## src/hdl/lvg_pkg.sv

```systemverilog
package lvg_pkg;

    // ************************************************************
    // Register map.
    // ************************************************************
    localparam logic [7:0] CLK_SYNC_CTRL_OFS  = 8'h60;
    localparam logic [7:0] GFX_CTRL_OFS       = 8'h61;
    localparam logic [7:0] DEC_CTRL_OFS       = 8'h62;
    localparam logic [7:0] BR_DEC_OFS         = 8'h63;
    localparam logic [7:0] STAT_RD_OFS        = 8'h64;
    localparam logic [7:0] CLK_SYNC_CTRL_RST  = 8'h00;
    localparam logic [7:0] GFX_CTRL_RST       = 8'h08;
    localparam logic [7:0] DEC_CTRL_RST       = 8'h00;

    // ************************************************************
    // Clock control field positions.
    // ************************************************************
    localparam int GMCLK_GATE_BIT = 0;
    localparam int PLL_RESYNC_BIT = 1;
    localparam int PROP_GFX_BIT   = 2;
    localparam int GFX_RELEASE_BIT = 3;
    localparam int DLL_GATE_BIT   = 4;

    // ************************************************************
    // Graphics control field positions (offset 61).
    // ************************************************************
    localparam int VGA_OFF_BIT    = 1;
    localparam int GFX_OFF_BIT    = 3;

    // ************************************************************
    // Decode control field positions (offsets 62 and 63).
    // ************************************************************
    localparam int GFX_MEM_EN_BIT = 0;
    localparam int GFX_IO_EN_BIT  = 1;
    localparam int GFX_D0_BIT     = 2;
    localparam int MISC_MEM_BIT   = 3;
    localparam int MISC_IO_BIT    = 4;
    localparam int MAP_LSB        = 5;
    localparam int BR_MEM_EN_BIT  = 0;
    localparam int BR_IO_EN_BIT   = 1;
    localparam int FWD_EN_BIT     = 2;
    localparam int MONO_BIT       = 3;
    localparam int ISA_EN_BIT     = 4;

    // ************************************************************
    // Sub-class codes and targets.
    // ************************************************************
    localparam logic [7:0] SUBCLASS_VGA   = 8'h00;
    localparam logic [7:0] SUBCLASS_OTHER = 8'h80;
    localparam logic [2:0] TGT_GFX = 3'h1;
    localparam logic [2:0] TGT_BRG = 3'h2;
    localparam logic [2:0] TGT_HUB = 3'h4;

endpackage : lvg_pkg

```

## src/hdl/lvg_router.sv

```systemverilog
// Operation
// - Graphics unit wins a VGA cycle, then bridge, then hub port.
// - Graphics memory decode needs enable, no claim-off, mem-en, D0, misc bit.
// - Memory map field picks graphics ranges: 00 all, 01 A, 10 B0, 11 B8.
// - Bridge memory decode: forward 0 hub, 1 bridge, with mono split.
// - Cycle not claimed by graphics or bridge goes to hub port.
// - Graphics I/O decode needs enable, no claim-off, io-en, D0.
// - Misc I/O bit 0 claims 3Cx, 3B0-3BB; bit 1 claims 3Cx, 3Dx.
// - Bridge I/O decode needs io-en; covers VGA and mono ports.
// - Forward 0 mono 0: hub, except 3BC-3BF to bridge without ISA.
// - Forward 1: VGA to bridge; with mono, 3BF also to bridge; 3BC-3BE to hub.
// - SMM segment sits at top, graphics memory directly below it.
// - Bit 4 gates memory clocks from DLL outputs cleanly.
// - Bit 0 gates graphics and memory clocks cleanly for reprogramming.
// - Bit 1 set resets dividers and loads frequency settings.
// - Bit 1 cleared after set resynchronises clocks to processor clock.
// - Bit 2 set propagates graphics select; bridge hides, graphics appears.
// - Writing 0 to bit 2 does nothing; software clears it soon.
// - Bit 3 releases graphics reset; only hardware reset re-asserts it. Code acts on bit 3 only after bit 2 propagates graphics on.
// - Claim-off stops all graphics VGA claims, sub-class reads 80h.
//
// The strobed register port was chosen for this implementation.
`timescale 1ns/1ps
`default_nettype none
module lvg_router
    import lvg_pkg::*;
(
    // Clock and reset.
    input  wire logic        i_core_clk,
    input  wire logic        i_rst_n,
    // Register port.
    input  wire logic [7:0]  i_reg_addr,
    input  wire logic [7:0]  i_reg_wdata,
    input  wire logic        i_reg_wr,
    input  wire logic        i_reg_rd,
    output logic      [7:0]  o_reg_rdata,
    // Host cycle to be routed.
    input  wire logic        i_cyc_valid,
    input  wire logic        i_cyc_is_io,
    input  wire logic [19:0] i_cyc_addr,
    output logic      [2:0]  o_cyc_target,
    // Memory carve-out.
    input  wire logic [31:0] i_top_of_mem,
    input  wire logic [31:0] i_smm_size,
    input  wire logic [31:0] i_gfx_mem_size,
    output logic      [31:0] o_smm_base,
    output logic      [31:0] o_gfx_mem_base,
    // Clock and reset controls.
    output logic             o_dll_clk_en,
    output logic             o_gfx_mem_clk_en,
    output logic             o_div_reset,
    output logic             o_freq_load,
    output logic             o_pll_resync,
    output logic             o_gfx_clk_en,
    output logic             o_bridge_cfg_vis,
    output logic             o_gfx_cfg_vis,
    output logic             o_gfx_rst_n,
    output logic      [7:0]  o_gfx_subclass
);

    // ************************************************************
    // Registers.
    // ************************************************************
    logic [7:0] clk_ctrl_ff;
    logic [7:0] gfx_ctrl_ff;
    logic [7:0] dec_gfx_ff;
    logic [7:0] dec_br_ff;
    logic       gfx_on_ff;
    logic       rel_ff;
    logic       resync_ff;
    logic [7:0] rdata_ff;
    logic [2:0] tgt_ff;
    logic [31:0] smm_ff;
    logic [31:0] gfxb_ff;

    // Write decode.
    wire wr_clk = i_reg_wr && (i_reg_addr == CLK_SYNC_CTRL_OFS);
    wire wr_gfx = i_reg_wr && (i_reg_addr == GFX_CTRL_OFS);
    wire wr_dgf = i_reg_wr && (i_reg_addr == DEC_CTRL_OFS);
    wire wr_dbr = i_reg_wr && (i_reg_addr == BR_DEC_OFS);

    // Writing 1 to bit 2 propagates the pending graphics select.
    wire prop_pulse = wr_clk && i_reg_wdata[PROP_GFX_BIT];
    // Release acts only once graphics has been propagated on.
    wire rel_pulse  = wr_clk && i_reg_wdata[GFX_RELEASE_BIT]
                    && gfx_on_ff;
    // Falling edge of the resync bit by software write.
    wire resync_pulse = wr_clk && clk_ctrl_ff[PLL_RESYNC_BIT]
                      && !i_reg_wdata[PLL_RESYNC_BIT];

    // Control register; reserved bits stay zero. Bit 2 is held but its
    // 0 write has no other side effect.
    always_ff @(posedge i_core_clk or negedge i_rst_n) begin
        if (!i_rst_n) begin
            clk_ctrl_ff <= CLK_SYNC_CTRL_RST;
        end else if (wr_clk) begin
            clk_ctrl_ff <= {3'h0, i_reg_wdata[4:0]};
        end
    end

    // Graphics and decode configuration registers.
    always_ff @(posedge i_core_clk or negedge i_rst_n) begin
        if (!i_rst_n) begin
            gfx_ctrl_ff <= GFX_CTRL_RST;
            dec_gfx_ff  <= DEC_CTRL_RST;
            dec_br_ff   <= DEC_CTRL_RST;
        end else begin
            if (wr_gfx) gfx_ctrl_ff <= i_reg_wdata;
            if (wr_dgf) dec_gfx_ff  <= i_reg_wdata;
            if (wr_dbr) dec_br_ff   <= i_reg_wdata;
        end
    end

    // Propagated graphics enable follows the select only on bit 2 write.
    always_ff @(posedge i_core_clk or negedge i_rst_n) begin
        if (!i_rst_n) begin
            gfx_on_ff <= 1'b0;
        end else if (prop_pulse) begin
            gfx_on_ff <= !gfx_ctrl_ff[GFX_OFF_BIT];
        end
    end

    // Reset release is sticky until hardware reset.
    always_ff @(posedge i_core_clk or negedge i_rst_n) begin
        if (!i_rst_n) begin
            rel_ff <= 1'b0;
        end else if (rel_pulse) begin
            rel_ff <= 1'b1;
        end
    end

    // One-cycle resync strobe to the PLL.
    always_ff @(posedge i_core_clk or negedge i_rst_n) begin
        if (!i_rst_n) begin
            resync_ff <= 1'b0;
        end else begin
            resync_ff <= resync_pulse;
        end
    end

    // ************************************************************
    // Decode qualification.
    // ************************************************************
    wire vga_off  = gfx_ctrl_ff[VGA_OFF_BIT];
    wire gfx_base = gfx_on_ff && !vga_off && dec_gfx_ff[GFX_D0_BIT];
    wire gfx_memq = gfx_base && dec_gfx_ff[GFX_MEM_EN_BIT]
                  && dec_gfx_ff[MISC_MEM_BIT];
    wire gfx_ioq  = gfx_base && dec_gfx_ff[GFX_IO_EN_BIT];
    wire [1:0] map_sel = dec_gfx_ff[MAP_LSB +: 2];
    wire fwd  = dec_br_ff[FWD_EN_BIT];
    wire mono = dec_br_ff[MONO_BIT];

    // Memory range hits.
    wire m_a0 = i_cyc_addr[19:16] == 4'hA;
    wire m_b0 = i_cyc_addr[19:15] == 5'h16;
    wire m_b8 = i_cyc_addr[19:15] == 5'h17;
    wire m_vga = m_a0 || m_b0 || m_b8;

    // Graphics memory claim by map field.
    wire gm_hit = gfx_memq && m_vga && ((map_sel == 2'h0)
                || (map_sel == 2'h1 && m_a0)
                || (map_sel == 2'h2 && m_b0)
                || (map_sel == 2'h3 && m_b8));

    // Bridge memory claim; the mono split sends the mono range to hub.
    wire bm_hit = dec_br_ff[BR_MEM_EN_BIT] && m_vga && fwd
                && !(mono && m_b0);

    // I/O range hits on the low ten address bits.
    wire [9:0] ioa = i_cyc_addr[9:0];
    wire io_3cx = ioa[9:4] == 6'h3C;
    wire io_3dx = ioa[9:4] == 6'h3D;
    wire io_3b0 = (ioa >= 10'h3B0) && (ioa <= 10'h3BB);
    wire io_3bc = (ioa >= 10'h3BC) && (ioa <= 10'h3BF);
    wire io_mda = (ioa == 10'h3B4) || (ioa == 10'h3B5)
                || (ioa == 10'h3B8) || (ioa == 10'h3B9)
                || (ioa == 10'h3BA) || (ioa == 10'h3BF);
    wire io_vga = io_3b0 || io_3cx || io_3dx;

    // Graphics I/O claim selected by the misc-output I/O bit.
    wire gi_hit = gfx_ioq && (io_3cx || (dec_gfx_ff[MISC_IO_BIT]
                ? io_3dx : io_3b0));

    // Bridge I/O claim; with forward and mono the bridge also claims 3BF,
    // while 3BC-3BE are not claimed by the bridge and go to the hub alone.
    wire br_io = dec_br_ff[BR_IO_EN_BIT];
    wire bi_hit = br_io && ((!fwd && !mono && io_3bc
                && !dec_br_ff[ISA_EN_BIT])
                || (fwd && io_vga)
                || (fwd && mono && io_mda));

    // Priority select: graphics, bridge, hub.
    wire [2:0] nxt_tgt = !i_cyc_valid ? 3'h0
        : (i_cyc_is_io ? gi_hit : gm_hit) ? TGT_GFX
        : (i_cyc_is_io ? bi_hit : bm_hit) ? TGT_BRG
        : TGT_HUB;

    always_ff @(posedge i_core_clk or negedge i_rst_n) begin
        if (!i_rst_n) begin
            tgt_ff <= 3'h0;
        end else begin
            tgt_ff <= nxt_tgt;
        end
    end

    // ************************************************************
    // Memory carve-out: SMM on top, graphics below it.
    // ************************************************************
    always_ff @(posedge i_core_clk or negedge i_rst_n) begin
        if (!i_rst_n) begin
            smm_ff  <= 32'h0;
            gfxb_ff <= 32'h0;
        end else begin
            smm_ff  <= i_top_of_mem - i_smm_size;
            gfxb_ff <= i_top_of_mem - i_smm_size - i_gfx_mem_size;
        end
    end

    // ************************************************************
    // Register read port.
    // ************************************************************
    wire [7:0] stat = {4'h0, resync_ff, rel_ff, gfx_on_ff, vga_off};
    wire [7:0] rd_mux = (i_reg_addr == CLK_SYNC_CTRL_OFS) ? clk_ctrl_ff
        : (i_reg_addr == GFX_CTRL_OFS) ? gfx_ctrl_ff
        : (i_reg_addr == DEC_CTRL_OFS) ? dec_gfx_ff
        : (i_reg_addr == BR_DEC_OFS) ? dec_br_ff
        : (i_reg_addr == STAT_RD_OFS) ? stat : 8'h00;

    always_ff @(posedge i_core_clk or negedge i_rst_n) begin
        if (!i_rst_n) begin
            rdata_ff <= 8'h00;
        end else begin
            rdata_ff <= i_reg_rd ? rd_mux : 8'h00;
        end
    end

    // ************************************************************
    // Outputs.
    // ************************************************************
    // Gates come straight from flip-flops so the enables never glitch.
    assign o_dll_clk_en     = !clk_ctrl_ff[DLL_GATE_BIT];
    assign o_gfx_mem_clk_en = !clk_ctrl_ff[GMCLK_GATE_BIT];
    assign o_div_reset      = clk_ctrl_ff[PLL_RESYNC_BIT];
    assign o_freq_load      = clk_ctrl_ff[PLL_RESYNC_BIT];
    assign o_pll_resync     = resync_ff;
    assign o_gfx_clk_en     = gfx_on_ff;
    assign o_bridge_cfg_vis = !gfx_on_ff;
    assign o_gfx_cfg_vis    = gfx_on_ff;
    assign o_gfx_rst_n      = rel_ff;
    assign o_gfx_subclass   = vga_off ? SUBCLASS_OTHER
                                      : SUBCLASS_VGA;
    assign o_reg_rdata      = rdata_ff;
    assign o_cyc_target     = tgt_ff;
    assign o_smm_base       = smm_ff;
    assign o_gfx_mem_base   = gfxb_ff;

    // ************************************************************
    // Checks.
    // ************************************************************
    property p_prio;
        @(posedge i_core_clk) disable iff (!i_rst_n)
        (i_cyc_valid && !i_cyc_is_io && gm_hit) |=> o_cyc_target == TGT_GFX;
    endproperty
    a_prio: assert property (p_prio) else $error("gfx not first");

    property p_claimoff;
        @(posedge i_core_clk) disable iff (!i_rst_n)
        (i_cyc_valid && vga_off) |=> o_cyc_target != TGT_GFX;
    endproperty
    a_claimoff: assert property (p_claimoff)
        else $error("claim while off");

    property p_default;
        @(posedge i_core_clk) disable iff (!i_rst_n)
        (i_cyc_valid && !gfx_base && !dec_br_ff[BR_MEM_EN_BIT]
         && !br_io) |=> o_cyc_target == TGT_HUB;
    endproperty
    a_default: assert property (p_default) else $error("no hub");

    property p_resync;
        @(posedge i_core_clk) disable iff (!i_rst_n)
        $fell(clk_ctrl_ff[PLL_RESYNC_BIT]) |-> o_pll_resync;
    endproperty
    a_resync: assert property (p_resync) else $error("no resync");

    property p_release;
        @(posedge i_core_clk) disable iff (!i_rst_n)
        o_gfx_rst_n |=> o_gfx_rst_n;
    endproperty
    a_release: assert property (p_release) else $error("rst back");

    property p_prop;
        @(posedge i_core_clk) disable iff (!i_rst_n)
        (prop_pulse && !gfx_ctrl_ff[GFX_OFF_BIT]) |=> o_gfx_cfg_vis
            && !o_bridge_cfg_vis;
    endproperty
    a_prop: assert property (p_prop) else $error("no propagate");

    property p_gate;
        @(posedge i_core_clk) disable iff (!i_rst_n)
        (wr_clk && i_reg_wdata[GMCLK_GATE_BIT]) |=> !o_gfx_mem_clk_en;
    endproperty
    a_gate: assert property (p_gate) else $error("clock not gated");

    property p_dll;
        @(posedge i_core_clk) disable iff (!i_rst_n)
        (wr_clk && i_reg_wdata[DLL_GATE_BIT]) |=> !o_dll_clk_en;
    endproperty
    a_dll: assert property (p_dll) else $error("dll not gated");

    // Gating checks: an unqualified decode must never reach the graphics
    // unit, since a stray claim would hide the cycle from the bridge.
    property p_memq;
        @(posedge i_core_clk) disable iff (!i_rst_n)
        (i_cyc_valid && !i_cyc_is_io && !gfx_memq)
            |=> o_cyc_target != TGT_GFX;
    endproperty
    a_memq: assert property (p_memq) else $error("mem claim unqualified");

    property p_ioq;
        @(posedge i_core_clk) disable iff (!i_rst_n)
        (i_cyc_valid && i_cyc_is_io && !gfx_ioq)
            |=> o_cyc_target != TGT_GFX;
    endproperty
    a_ioq: assert property (p_ioq) else $error("io claim unqualified");

    property p_fwd0;
        @(posedge i_core_clk) disable iff (!i_rst_n)
        (i_cyc_valid && !i_cyc_is_io && !gm_hit && !fwd)
            |=> o_cyc_target == TGT_HUB;
    endproperty
    a_fwd0: assert property (p_fwd0) else $error("fwd off not hub");

    property p_div;
        @(posedge i_core_clk) disable iff (!i_rst_n)
        (wr_clk && i_reg_wdata[PLL_RESYNC_BIT]) |=> o_div_reset && o_freq_load;
    endproperty
    a_div: assert property (p_div) else $error("dividers not reset");

    property p_prop_zero;
        @(posedge i_core_clk) disable iff (!i_rst_n)
        (wr_clk && !i_reg_wdata[PROP_GFX_BIT])
            |=> $stable(o_gfx_cfg_vis) && $stable(o_gfx_clk_en);
    endproperty
    a_prop_zero: assert property (p_prop_zero) else $error("zero acted");

    property p_rel_gate;
        @(posedge i_core_clk) disable iff (!i_rst_n)
        (!gfx_on_ff && !o_gfx_rst_n) |=> !o_gfx_rst_n;
    endproperty
    a_rel_gate: assert property (p_rel_gate) else $error("early release");

    property p_carve;
        @(posedge i_core_clk) disable iff (!i_rst_n)
        1'b1 |=> (o_smm_base == $past(i_top_of_mem) - $past(i_smm_size))
            && (o_gfx_mem_base == o_smm_base - $past(i_gfx_mem_size));
    endproperty
    a_carve: assert property (p_carve) else $error("bad carve-out");

endmodule : lvg_router
`default_nettype wire

```

## config.mk

```make
export PLATFORM = sky130hd
export DESIGN_NAME = lvg_router
export DESIGN_NICKNAME = d
export VERILOG_FILES = /design/src/hdl/lvg_pkg.sv /design/src/hdl/lvg_router.sv
export SDC_FILE = /design/constraint.sdc
export NUM_CORES = 1
export LEC_CHECK = 0
export CAP_MARGIN = 20
export CORE_UTILIZATION = 48
export DETAILED_ROUTE_END_ITERATION = 16
export DONT_BUFFER_PORTS = 1
export SLEW_MARGIN = 20
export SYNTH_ARGS = -nofsm -noshare
export SYNTH_HDL_FRONTEND = slang
export SYNTH_SLANG_ARGS = --single-unit
```

## constraint.sdc

```tcl
create_clock -name i_core_clk -period 2.9 [get_ports i_core_clk]
set_input_delay 0.58 -clock i_core_clk [delete_from_list [all_inputs] [get_ports i_core_clk]]
set_output_delay 0.58 -clock i_core_clk [all_outputs]
set_load 0.02 [all_outputs]
```

# Word-level counts from Yosys, hierarchy flattened
# Index checks and enable logic that the tools add are counted.
# word_totals
reg_bits	107
in_bits	138
out_inout_bits	92
elab_cells	108
# classes
addsub	2
n_lt_le_gt_ge	4
n_eq_ne	19
n_mux	13
reduce_logical	59
# op_table
operator	count
32-bit subtractor	2
10-bit == test, second input constant	6
8-bit two-way mux	6
8-bit by 7-bit == test with 1-bit output, second input constant	5
1-bit logical AND	33
10-bit greater-or-equal comparator, second input constant	2
10-bit <= comparator, second input constant	2
1-bit logical OR	15
6-bit == test, second input constant	2
5-bit == test, second input constant	2
1-bit zero test	10
3-bit two-way mux	3
2-bit == test, second input constant	2
4-bit == test, second input constant	1
4-bit two-way mux	1
1-bit two-way mux	3
2-bit by 1-bit == test with 1-bit output, second input constant	1
2-bit zero test	1

# Depth between registers and ports, before layout
# Gate-level depths: netlist (run 1).
# logic_depth
word_depth	13
depth_mapped	23
depth_no_buf	23

# Least setup slack after synthesis (run 1)
# OpenSTA, ideal clock, no wires.
# synth_timing
kind	in2reg
from	input port i_top_of_mem[0]
to	register gfxb_ff[30] (netlist: o_gfx_mem_base[30])
setup_ns	0.122
t_arrival_ns	4.314
slack_ns	-1.537
path_stages	22
path_cell_list	inv_1 ha_1 inv_1 fa_1 a211oi_2 o21ai_1 o2bb2ai_1 nor2_1 o31ai_1 and2_1 o21a_1 nor2_1 xnor2_1 ha_1 nand3_2 or2_1 nor3_1 nor4b_2 o41ai_2 a211o_1 a21oi_2 xnor2_1
# synth_via
elab_chain_len	2
# synth_lines
item	line	rtl
start: declaration	lvg_router.sv:43	input wire logic [31:0] i_top_of_mem,
32-bit subtractor (2 in series)	lvg_router.sv:215	gfxb_ff <= i_top_of_mem - i_smm_size - i_gfx_mem_size;
end signal: assignment	lvg_router.sv:215	
end: declaration	lvg_router.sv:74	logic [31:0] gfxb_ff;
# Every way passes these cells.
# A chain may end at the register's enable or synchronous reset.

# Worst setup path in the final report (run 1)
# layout_timing
from	input port i_smm_size[8]
to	register gfxb_ff[30] (netlist: o_gfx_mem_base[30])
# layout_via
elab_chain_len	2
# layout_lines
item	line	rtl
start: declaration	lvg_router.sv:44	input wire logic [31:0] i_smm_size,
32-bit subtractor (2 in series)	lvg_router.sv:215	
# Every way passes these cells.

==> key figures, run 1 <==
Die
  – Die height: 123 µm
  – Total core area: 14000 µm²
  – Die W: 123 µm
  – Initial Utilization: 49.7%
  – Row cnt: 43
  – Die Area: 15000 µm²
  – I/O pins: 230

GRT
  – Overall global routing resource usage: 24.8%
  – Largest net degree at the start of global routing: 108
  – Vias in the first global route: 6225
  – Antenna violations before repair: 0
  – GRT overflow: 0
  – First-pass GRT wire length: 29.0 mm

Yosys
  – Top cells by area, synth: dfrtp_1 38%, ha_1 11%, xnor2_1 5.4%
  – Register area share after synthesis: 38.4%
  – Mapped Cells: 740
  – Ys Warns: 0
  – Top-area cell type share of the netlist area: 38.0%
  – Top cell type by total area after synthesis: dfrtp_1
  – Most used DFF post-synth: dfrtp_1
  – Async S/R FF share, synth: 100%
  – Unique cell type count in the Yosys netlist: 67
  – Cell Area, Synth: 6980 µm²
  – Yosys reg bits: 107
  – Commonest cells in the netlist: 106 x dfrtp_1, 84 x inv_1, 62 x ha_1
  – Most common cell in the synthesized netlist: dfrtp_1
  – EDFF count, synth: 0
  – Synth Area per Inst: 9.43 µm²

Power
  – PwrDens: 652 nW/µm²
  – Maximum vdd drop: 0.000340 V
  – Leakage: 4.88 nW

Placed design
  – Routability cong.: 0.928
  – Port Buffers: 0
  – Worst slack, placed: -1.66 ns
  – DP Wirelength: 14.3 mm

Detailed routing
  – Total DRC errors in the routed layout: 0
  – Iter 0 DRT Violations: 221
  – Vias: 6288
  – Final WL: 19.9 mm
  – Via density: 5.47
  – Antenna-violating nets left: 0
  – Pre-antenna DRT Iters: 5
  – WL/cell: 17.3 µm

Outcome
  – Failing checks: hold timing, setup timing
  – Run status: finished, violations left

Clocking
  – TritonCTS Sinks: 107
  – Root Buffer: clkbuf_16
  – Total CTS buffers: 9
  – Clock latency on the worst-skew pair: 0.37 ns
  – CTS tree: done
  – H-tree Lvls: 3
  – Clock slew at reported path FFs: 0.08 ns
  – Clock Path Buffers: 2

STA
  – RSZ-0062 raised after global routing: true
  – Period utilisation layout: 142%
  – Final setup violation count: 23
  – Period minus WS final: 4.12 ns
  – Hold Fails Final Rpt: 106
  – Max-slew headroom: 48.5%
  – Total Neg Setup Slack: -17.01 ns
  – Fmax: 243 MHz
  – Layout Skew: 0.0110 ns
  – Worst setup margin: -1.22 ns
  – Worst hold slack: -0.104 ns
  – Tightest Pin Transition: 0.765 ns
  – Final Slew Violations: 0

Finish
  – Sequential Area: 2680 µm²
  – Area delta synth->final: 44.6%
  – Multi-input gate area: 4760 µm²
  – FILL cells: 995
  – Layout cells sized above 1: 42.3%
  – Total Nets Final: 1166
  – Diode count: 0

Setup path
  – Crit-path max FO: 4
  – R2r setup slk: 1.16 ns
  – Worst EP arrival: 4.40 ns
  – RR Startpoint: o_gfx_cfg_vis$_DFFE_PN0P_
  – Kind of critical path: input port to flop
  – Worst-case reg-to-reg path depth: 4
  – CP Capture Type: flop
  – Critical path launch point type: input port
  – Reg2reg end: o_cyc_target[1]$_DFF_PN0_
  – Worst endpoint required time: 3.18 ns

Flow run
  – Max Cap Viol: 0

Hold path
  – HP Class: input port to async pin
-- cell usage in the layout, fill, tap and decap left out, drive strengths merged, types with 4 or more instances in the layout --
master / synthesis / final
a222oi: 5 / 5
nand3b: 5 / 5
a21oi: 68 / 68
xor2: 14 / 14
clkbuf: 7 / 11
nor4: 6 / 6
o31ai: 4 / 4
nor2b: 14 / 14
dfrtp: 106 / 106
nor3: 10 / 10
xnor2: 43 / 43
a31oi: 8 / 8
ha: 62 / 62
a21o: 18 / 18
nand3: 17 / 17
nand4: 4 / 4
a22oi: 6 / 6
conb: 1 / 7
nand2b: 11 / 11
nand2: 53 / 53
o21a: 7 / 7
buf: 12 / 226
o21ai: 40 / 40
o21bai: 11 / 11
a211oi: 8 / 8
and3: 8 / 8
nor2: 37 / 37
mux2: 27 / 27
mux2i: 5 / 5
inv: 84 / 86
-- final cells by class --
type | instances | share of cell area (%)
multi-input combinational | 536 | 47.2
sequential | 107 | 26.5
timing repair buffer | 226 | 17.4
inverter | 84 | 3.54
clock buffer | 11 | 2.40
tap | 180 | 2.23
clock inverter | 5 | 0.669
-- worst max-delay path by stage --
stage / start / end / cells past startpoint
2_1_floorplan: i_top_of_mem[0] / o_gfx_mem_base[31]$_DFF_PN0_ / 22
3_3_place_gp: i_top_of_mem[0] / o_gfx_mem_base[30]$_DFF_PN0_ / 23
3_5_place_dp: i_top_of_mem[0] / o_gfx_mem_base[30]$_DFF_PN0_ / 23
4_1_cts: i_top_of_mem[0] / o_gfx_mem_base[30]$_DFF_PN0_ / 24
5_1_grt: i_smm_size[8] / o_gfx_mem_base[30]$_DFF_PN0_ / 21
6_report: i_smm_size[8] / o_gfx_mem_base[30]$_DFF_PN0_ / 21
-- through the flow --
step	power (W)	instance area (µm²)	util [%]	hold WS [ns]	cells
final	0.00658	10100	71.9	-0.104	1149
after global routing	0.00691	10100	71.9	-0.116	1149
after CTS	0.00614	9440	67.2	-0.108	1138
after detailed placement	0.00463	8790	62.6	0.286	1106
after global placement	0.00459	8790	62.6	0.286	1106
after floorplan	0.00364	7190	-	0.284	746
-- metal layers --
| metal | wire length (µm) | GRT usage [%] | share of wire (%) | vias up |
|---|---|---|---|---|
| met5 | 0 | 0 | 0 | - |
| met4 | 389 | 7.39 | 2.0 | 0 |
| met3 | 1040 | 4.97 | 5.2 | 30 |
| met2 | 10100 | 42.8 | 51 | 218 |
| met1 | 8410 | 30.9 | 42 | 3016 |
| li1 | - | - | - | 3024 |
-- logic make-up after synthesis --
family | count (synthesis) | synth area share (%)
other | 1 | 0.0537
XOR/XNOR | 57 | 7.15
flip-flops | 107 | 38.4
AND/OR/NAND/NOR | 181 | 13.1
multiplexers | 32 | 5.07
buffers and inverters | 103 | 6.11
AO/OA/AOI/OAI | 195 | 18.5
adder cells (fa/ha/maj) | 64 | 11.7
-- what timing repair did --
item	4_1_cts	5_1_grt
pin swaps	49	74
setup endpoints to repair	25	27
hold endpoints to repair	106	106
setup buffers	17	18
gates resized for setup	39	100
-- registers in the layout, summed over array words and instances, names as in the netlist --
signal          flops
dec_gfx_ff          8
o_smm_base         32
clk_ctrl_ff         5
o_gfx_mem_base     32
o_gfx_cfg_vis       1
dec_br_ff           8
gfx_ctrl_ff         8
o_gfx_rst_n         1
o_reg_rdata         8
o_cyc_target        3
o_pll_resync        1
-- worst max-delay path: stages --
cell	delay (ns)
inv_1	0.07
ha_4	0.21
a222oi_1	0.45
nand2_1	0.12
nor3_2	0.26
a21oi_2	0.11
nand2_2	0.12
nand2b_1	0.09
a21oi_2	0.20
xnor2_2	0.15
ha_1	0.29
a21oi_2	0.19
o21ai_2	0.11
o41ai_4	0.29
nor2b_2	0.09
nor4b_2	0.27
buf_4	0.17
o41ai_4	0.07
a211o_1	0.29
a21oi_2	0.13
xnor2_1	0.12
-- report_power, final --
group,switching (W),internal [W],total (W)
clock network,0.000596,0.000709,0.00130
registers,0.000591,0.00183,0.00242
logic,0.00132,0.00154,0.00286
Note: power is estimated with default switching activity, not from simulation.
==> inputs of run 2 (changes only) <==
--- a/config.mk
+++ b/config.mk
@@ -6,7 +6,7 @@
 export NUM_CORES = 1
 export LEC_CHECK = 0
 export CAP_MARGIN = 20
-export CORE_UTILIZATION = 48
+export CORE_UTILIZATION = 30
 export DETAILED_ROUTE_END_ITERATION = 16
 export DONT_BUFFER_PORTS = 1
 export SLEW_MARGIN = 20
==> run 2 against run 1 <==
Critical path type unchanged. Clock-buffer cell count shrank 1. Cell area shrank 1.9%. Highest routed layer unchanged. Non-clock buffer count shrank 5. Sequential share of layout area grew 0.53 points. Sequential power grew 2%. Core utilization shrank 28 points. Critical path depth is the same. Via count shrank 3.1%. The run still ends with hold timing, setup timing left. Flip-flop and latch count is the same.
==> key figures, run 2 (synthesis gave the netlist of run 1 again) <==
Finish
  – Most frequent cells in the layout: 212 x buf_4, 106 x dfrtp_1, 81 x inv_1, 53 x ha_1, 48 x nand2_1
  – Most common cell after layout, fill and taps aside: buf_4
  – Sequential Area: 2680 µm² (unchanged)
  – Area delta synth->final: 41.8%
  – FILL cells: 2147 (+120%)
  – Multi-input gate area: 4500 µm² (-5.5%)
  – Final instance area: 9900 µm² (-1.9%)
  – Layout cells sized above 1: 38.9% (-3.4 points)
  – Diode count: 0 (unchanged)
  – Total Nets Final: 1161 (-0.43%)

Detailed routing
  – Via density: 4.88 (-11%)
  – Metal-1 WL: 8.63 mm (+2.7%)
  – Final WL: 20.5 mm (+3.1%)
  – Vias: 6092 (-3.1%)
  – Total DRC errors in the routed layout: 0 (unchanged)
  – Antenna-violating nets left: 0 (unchanged)
  – Highest routed layer: met4
  – Pre-antenna DRT Iters: 5 (unchanged)
  – DR WL met3: 1.01 mm (-2.1%)
  – Iter 0 DRT Violations: 246 (+11%)
  – WL met2: 10.4 mm (+3.8%)
  – WL/cell: 16.4 µm (-5.2%)

STA
  – Max-slew headroom: 48.4% (-0.099 points)
  – Period utilisation layout: 141% (-0.60 points)
  – Period minus WS final: 4.10 ns (-0.0173 ns)
  – Final setup violation count: 22 (-4.3%)
  – Hold Fails Final Rpt: 106 (unchanged)
  – Fmax: 244 MHz (+0.42%)
  – Final Slew Violations: 0 (unchanged)
  – Layout Skew: 0.00387 ns (-0.00714 ns)
  – Tightest Pin Transition: 0.767 ns (+0.00147 ns)
  – Worst hold slack: -0.0786 ns (+0.0250 ns)
  – RSZ-0062 raised after global routing: true
  – Worst setup margin: -1.20 ns (+0.0173 ns)
  – Total Neg Setup Slack: -17.14 ns (-0.130 ns)

GRT
  – Vias in the first global route: 6240 (+0.24%)
  – Largest net degree at the start of global routing: 108 (unchanged)
  – Antenna violations before repair: 0 (unchanged)
  – GRT overflow: 0 (unchanged)
  – Overall global routing resource usage: 16.7% (-8.1 points)
  – First-pass GRT wire length: 31.3 mm (+7.7%)

Placed design
  – DP Wirelength: 16.1 mm (+13%)
  – Port Buffers: 0 (unchanged)
  – DP Area: 8890 µm² (+1.2%)
  – Routability cong.: 0.832 (-10%)

Clocking
  – Clock slew at reported path FFs: 0.07 ns (about the same)
  – CTS tree: done
  – H-tree Lvls: 3 (unchanged)
  – Total CTS buffers: 9 (unchanged)
  – Clock Path Buffers: 2 (unchanged)
  – Root Buffer: clkbuf_16
  – TritonCTS Sinks: 107 (unchanged)
  – Clock latency on the worst-skew pair: 0.35 ns (-0.02 ns)

Outcome
  – Failing checks: hold timing, setup timing
  – Run status: finished, violations left

Power
  – Maximum vdd drop: 0.000286 V (-16%)
  – Sequential share of power: 38.6% (+1.9 points)
  – Gate power share: 40.9% (-2.5 points)
  – P_int: 0.00393 W (-3.5%)
  – Clk pwr share: 20.5% (+0.7 points)
  – Net switching power figure: 0.00245 W (-2.2%)
  – Leakage: 4.80 nW (-1.7%)
  – PwrDens: 645 nW/µm² (-1.0%)
  – Switching Fraction: 38.4% (+0.31 points)

Setup path
  – Worst EP arrival: 4.39 ns (about the same)
  – CP Capture Type: flop
  – Crit-path max FO: 3 (-1)
  – Critical path launch point type: input port
  – Kind of critical path: input port to flop
  – Worst endpoint required time: 3.18 ns (about the same)

Die
  – Die height: 155 µm (+26%)
  – I/O pins: 230 (unchanged)
  – Die Area: 23900 µm² (+59%)
  – Initial Utilization: 30.7% (-19 points)
  – Row cnt: 55 (+28%)
  – Die W: 155 µm (+26%)
  – Total core area: 22700 µm² (+62%)

Hold path
  – HP Class: input port to async pin

Flow run
  – Max Cap Viol: 0 (unchanged)
==> run 2: metal layers <==
metal,GRT usage (%),vias to the layer above
met1,19.7,2881
met4,6.60,0
met2,29.7,164
met5,0,-
met3,3.05,27
li1,-,3020
==> run 2: worst paths after layout <==
path | from | to | slack (ns) | depth (start not counted)
worst min register to register | clk_ctrl_ff[2]$_DFFE_PN0P_ | clk_ctrl_ff[2]$_DFFE_PN0P_ | 0.48 | 2
worst max-delay path | i_smm_size[1] | o_gfx_mem_base[30]$_DFF_PN0_ | -1.20 | 21
worst min-delay path | i_rst_n | o_reg_rdata[6]$_DFF_PN0_ | -0.08 | 0
min in group i_core_clk | i_reg_wdata[1] | o_pll_resync$_DFF_PN0_ | 0.29 | 1
worst max register to register | o_gfx_cfg_vis$_DFFE_PN0P_ | o_cyc_target[1]$_DFF_PN0_ | 1.28 | 4
max in group asynchronous | i_rst_n | o_smm_base[17]$_DFF_PN0_ | 2.77 | 0
==> run 2: final cells by class <==
cell class	instances	area share, %
Multi-Input combinational cell	536	45.5
Tap cell	285	3.60
Clock inverter	6	0.733
Clock buffer	10	2.41
Timing Repair Buffer	221	17.1
Sequential cell	107	27.1
Inverter	84	3.61
==> run 2: power groups by stage <==
stage	Combinational [W]	Clock [W]	Sequential [W]
final	0.00261	0.00131	0.00247
after global routing	0.00284	0.00140	0.00250
after CTS	0.00233	0.00134	0.00249
after detailed placement	0.00218	0	0.00252
after global placement	0.00214	0	0.00251
after floorplan	0.00129	0	0.00236
==> run 2: critical path, stage by stage <==
cell	delay (ns)
inv_16	0.03
ha_4	0.18
nor2b_4	0.12
o31a_1	0.28
o31ai_4	0.24
a21oi_2	0.10
o21a_1	0.19
o21ai_1	0.12
nand2b_1	0.11
a31oi_1	0.18
xnor2_1	0.17
ha_1	0.30
a21o_1	0.18
a21o_1	0.21
a21oi_4	0.19
nor3_4	0.08
nor4b_4	0.38
o41ai_4	0.15
a211o_1	0.33
a21oi_2	0.13
xnor2_1	0.12
==> run 2: repair_timing <==
| item | 4_1_cts | 5_1_grt |
|---|---|---|
| resized for setup | 28 | 63 |
| buffers inserted | 17 | 18 |
| setup endpoints to repair | 24 | 28 |
| endpoints found under the hold margin | 106 | 106 |
| pin swaps | 50 | 59 |
==> run 2: through the flow <==
stage | instances | total power (W) | hold WS, ns | setup WS (ns) | util (%)
global placement | 1207 | 0.00465 | 0.290 | -1.63 | 39.2
floorplan | 746 | 0.00364 | 0.284 | -1.40 | -
finish | 1249 | 0.00638 | -0.0786 | -1.20 | 43.6
global route | 1249 | 0.00673 | -0.100 | -1.40 | 43.6
CTS | 1235 | 0.00617 | -0.100 | -1.25 | 41.5
detailed placement | 1207 | 0.00469 | 0.291 | -1.74 | 39.2
==> inputs of run 3 (changes only) <==
--- a/config.mk
+++ b/config.mk
@@ -5,10 +5,14 @@
 export SDC_FILE = /design/constraint.sdc
 export NUM_CORES = 1
 export LEC_CHECK = 0
+export ABC_AREA = 1
 export CAP_MARGIN = 20
+export CELL_PAD_IN_SITES_DETAIL_PLACEMENT = 0
+export CELL_PAD_IN_SITES_GLOBAL_PLACEMENT = 2
 export CORE_UTILIZATION = 30
 export DETAILED_ROUTE_END_ITERATION = 16
 export DONT_BUFFER_PORTS = 1
+export PLACE_DENSITY_LB_ADDON = 0.1
 export SLEW_MARGIN = 20
 export SYNTH_ARGS = -nofsm -noshare
 export SYNTH_HDL_FRONTEND = slang
==> run 3 against run 2 <==
Critical endpoint is now o_gfx_mem_base[29]$_DFF_PN0_. The run ends with hold timing left. Highest routed layer is now met5. Largest power group unchanged. Wire length rose by 22%. Cell count rose by 24%. Cell area rose by 12%. Flip-flop and latch count did not move. Combinational power rose by 15%. Sequential share of layout area fell by 2.9 points. Non-clock buffer count fell by 23. Total power rose by 5.7%. Maximum frequency rose by 42%.
==> key figures, run 3 <==
Finish
  – Most common cell after layout, fill and taps aside: buf_4
  – Area delta synth->final: 43.9%
  – Final Non-Filler Cells: 1551 (+24%)
  – Diode count: 0 (unchanged)
  – Layout cells sized above 1: 38.2% (-0.73 points)
  – Sequential Area: 2680 µm² (unchanged)
  – Total Nets Final: 1418 (+22%)
  – FILL cells: 2567 (+20%)
  – Multi-input gate area: 5490 µm² (+22%)
  – Most frequent cells in the layout: 194 x buf_4, 174 x nand2_1, 166 x inv_1, 106 x dfrtp_1, 48 x nor2_1
  – Layout Utilization: 44.0% (+0.42 points)

STA
  – Hold Fails Final Rpt: 106 (unchanged)
  – Period minus WS final: 2.90 ns (-1.21 ns)
  – Fmax: 345 MHz (+42%)
  – Layout Skew: 0.0147 ns (+0.0109 ns)
  – Final setup violation count: 0 (-100%)
  – Worst hold slack: -0.112 ns (-0.0334 ns)
  – Period utilisation layout: 99.8% (-42 points)
  – Final Slew Violations: 0 (unchanged)
  – RSZ-0062 raised after global routing: true

Yosys
  – Async S/R FF share, synth: 100% (unchanged)
  – Top cell type by total area after synthesis: dfrtp_1
  – Synth Area per Inst: 7.59 µm² (-20%)
  – Register area share after synthesis: 34.8% (-3.6 points)
  – Commonest cells in the netlist: 209 x nand2_1, 172 x inv_1, 106 x dfrtp_1
  – Top cells by area, synth: dfrtp_1 34%, nand2_1 10%, ha_1 10%
  – Mapped Cells: 1015 (+37%)
  – Ys Warns: 0 (unchanged)
  – Cell Area, Synth: 7700 µm² (+10%)
  – Most used DFF post-synth: dfrtp_1
  – Unique cell type count in the Yosys netlist: 44 (-34%)
  – EDFF count, synth: 0 (unchanged)
  – Yosys reg bits: 107 (unchanged)
  – Top-area cell type share of the netlist area: 34.4% (-3.6 points)
  – Most common cell in the synthesized netlist: nand2_1

Hold path
  – HP Class: input port to async pin

GRT
  – GRT overflow: 0 (unchanged)
  – Grt peak-use layer: met2
  – Vias in the first global route: 7241 (+16%)
  – Grt met1 use: 26.3% (+6.6 points)
  – Largest net degree at the start of global routing: 108 (unchanged)
  – Overall global routing resource usage: 19.1% (+2.4 points)
  – First-pass GRT wire length: 38.5 mm (+23%)
  – Met3 GRT Util: 3.86% (+0.80 points)
  – Antenna violations before repair: 2 (+2)
  – Met2 Track Usage GR: 30.8% (+1.1 points)

Die
  – Row cnt: 58 (+5.5%)
  – Die height: 162 µm (+5.0%)
  – Initial Utilization: 30.6% (-0.16 points)
  – I/O pins: 230 (unchanged)
  – Die W: 162 µm (+5.0%)
  – Die Area: 26300 µm² (+10%)
  – Total core area: 25200 µm² (+11%)

Outcome
  – Run status: finished, violations left
  – Failing checks: hold timing

Placed design
  – Placed insts: 1523 (+26%)
  – Port Buffers: 0 (unchanged)
  – DP Wirelength: 20.8 mm (+29%)
  – Routability cong.: 0.824 (-0.97%)

Detailed routing
  – Total DRC errors in the routed layout: 0 (unchanged)
  – Pre-antenna DRT Iters: 4 (-1)
  – Vias: 7233 (+19%)
  – Antenna-violating nets left: 0 (unchanged)
  – WL/cell: 16.1 µm (-1.6%)
  – Via density: 4.66 (-4.4%)
  – Final WL: 25.0 mm (+22%)
  – Iter 0 DRT Violations: 284 (+15%)

Setup path
  – Bufs and invs on worst path: 3 (+2)
  – Worst-case reg-to-reg path depth: 4 (unchanged)
  – Critical path launch point type: input port
  – R2r setup slk: 1.43 ns (+0.15 ns)
  – CP max-delay cell: fa_2
  – Max incr delay on CP: 0.34 ns (-0.04 ns)
  – Largest delay share family, worst path: compound AO/OA/AOI/OAI gates
  – Crit-path max FO: 4 (+1)
  – Kind of critical path: input port to flop
  – Reg2reg end: o_reg_rdata[1]$_DFF_PN0_
  – RR Startpoint: o_gfx_cfg_vis$_DFFE_PN0P_
  – Worst endpoint required time: 3.15 ns (-0.03 ns)
  – Crit path cell chain: inv_12, ha_4, inv_2, fa_2, nand3_2, nand2_4, nand3_2, nand3_4, nand2_2, nand2_2, buf_4, a21oi_4, xnor2_4, ha_4, a21oi_2, o21ai_2, a21o_1, a21oi_1, nand2_1, xor2_1
  – Crit path from: i_top_of_mem[0]
  – CP Capture Type: flop
  – Worst EP arrival: 3.15 ns (-1.24 ns)

Power
  – Maximum vdd drop: 0.000312 V (+9.4%)
  – Leakage: 5.26 nW (+9.7%)
  – PwrDens: 609 nW/µm² (-5.5%)

Clocking
  – H-tree Lvls: 3 (unchanged)
  – CTS tree: done
  – Clock latency on the worst-skew pair: 0.37 ns (+0.02 ns)
  – Total CTS buffers: 9 (unchanged)
  – TritonCTS Sinks: 107 (unchanged)
  – Clock slew at reported path FFs: 0.10 ns (+0.03 ns)
  – Root Buffer: clkbuf_16
  – Clock Path Buffers: 2 (unchanged)

Flow run
  – Max Cap Viol: 0 (unchanged)
run 3: changes by cell type after synthesis, sizes merged, moves of 24 or more:
cell	delta
a21oi	+24
inv	+92
mux2	-27
nand2	+167
nand3	+32
nor2	+51
o21ai	+27
xnor2	-24
run 3: worst max-delay path by stage:
stage / cells after the start / endpoint / slack (ns)
3_3_place_gp: 17 / o_gfx_mem_base[27]$_DFF_PN0_ / -0.61
3_5_place_dp: 21 / o_gfx_mem_base[27]$_DFF_PN0_ / -0.62
2_1_floorplan: 18 / o_gfx_mem_base[29]$_DFF_PN0_ / -0.12
6_report: 20 / o_gfx_mem_base[29]$_DFF_PN0_ / 0.004
4_1_cts: 20 / o_gfx_mem_base[27]$_DFF_PN0_ / -0.03
5_1_grt: 19 / o_gfx_mem_base[27]$_DFF_PN0_ / -0.16
run 3: cell type report:
| class | count | area share [%] |
|---|---|---|
| clock buffer | 9 | 2.03 |
| clock inverter | 7 | 0.915 |
| inverter | 176 | 6.07 |
| multi-input combinational | 724 | 49.5 |
| sequential | 107 | 24.2 |
| tap | 330 | 3.73 |
| timing repair buffer | 198 | 13.5 |
run 3: power breakdown:
| part | internal [W] | switching, W |
|---|---|---|
| registers | 0.00182 | 0.000590 |
| clock network | 0.000636 | 0.000702 |
| logic | 0.00147 | 0.00154 |
| total | 0.00392 | 0.00283 |
run 3: logic make-up after synthesis:
family / Yosys count / synth area share (%)
XOR/XNOR: 50 / 5.69
flip-flops: 107 / 34.8
AND/OR/NAND/NOR: 387 / 21.7
other: 1 / 0.0487
adder cells (fa/ha/maj): 64 / 10.6
AO/OA/AOI/OAI: 216 / 17.1
buffers and inverters: 190 / 10.1
run 3: layer usage:
metal | share of wire, % | vias to the layer above
met2 | 47 | 155
li1 | - | 3697
met4 | 0.89 | 4
met5 | 0.14 | -
met1 | 48 | 3362
met3 | 4.2 | 15
run 3: repair_timing:
item	in CTS	in global routing
gates cloned	0	0
buffers inserted	4	8
hold endpoints to repair	106	106
pin swaps	24	36
endpoints found under the setup margin	19	21
gates resized for setup	101	120
run 3: per-stage QoR:
step	setup WS, ns	instance area [µm²]	total power, W	hold WS [ns]	setup TNS, ns
after floorplan	-0.120	7900	0.00368	0.284	-0.530
after global placement	-0.614	9590	0.00490	0.287	-10.81
after detailed placement	-0.624	9590	0.00491	0.287	-11.11
after CTS	-0.0334	10500	0.00652	-0.123	-0.0380
after global routing	-0.156	11100	0.00719	-0.133	-1.57
final	0.00438	11100	0.00675	-0.112	0
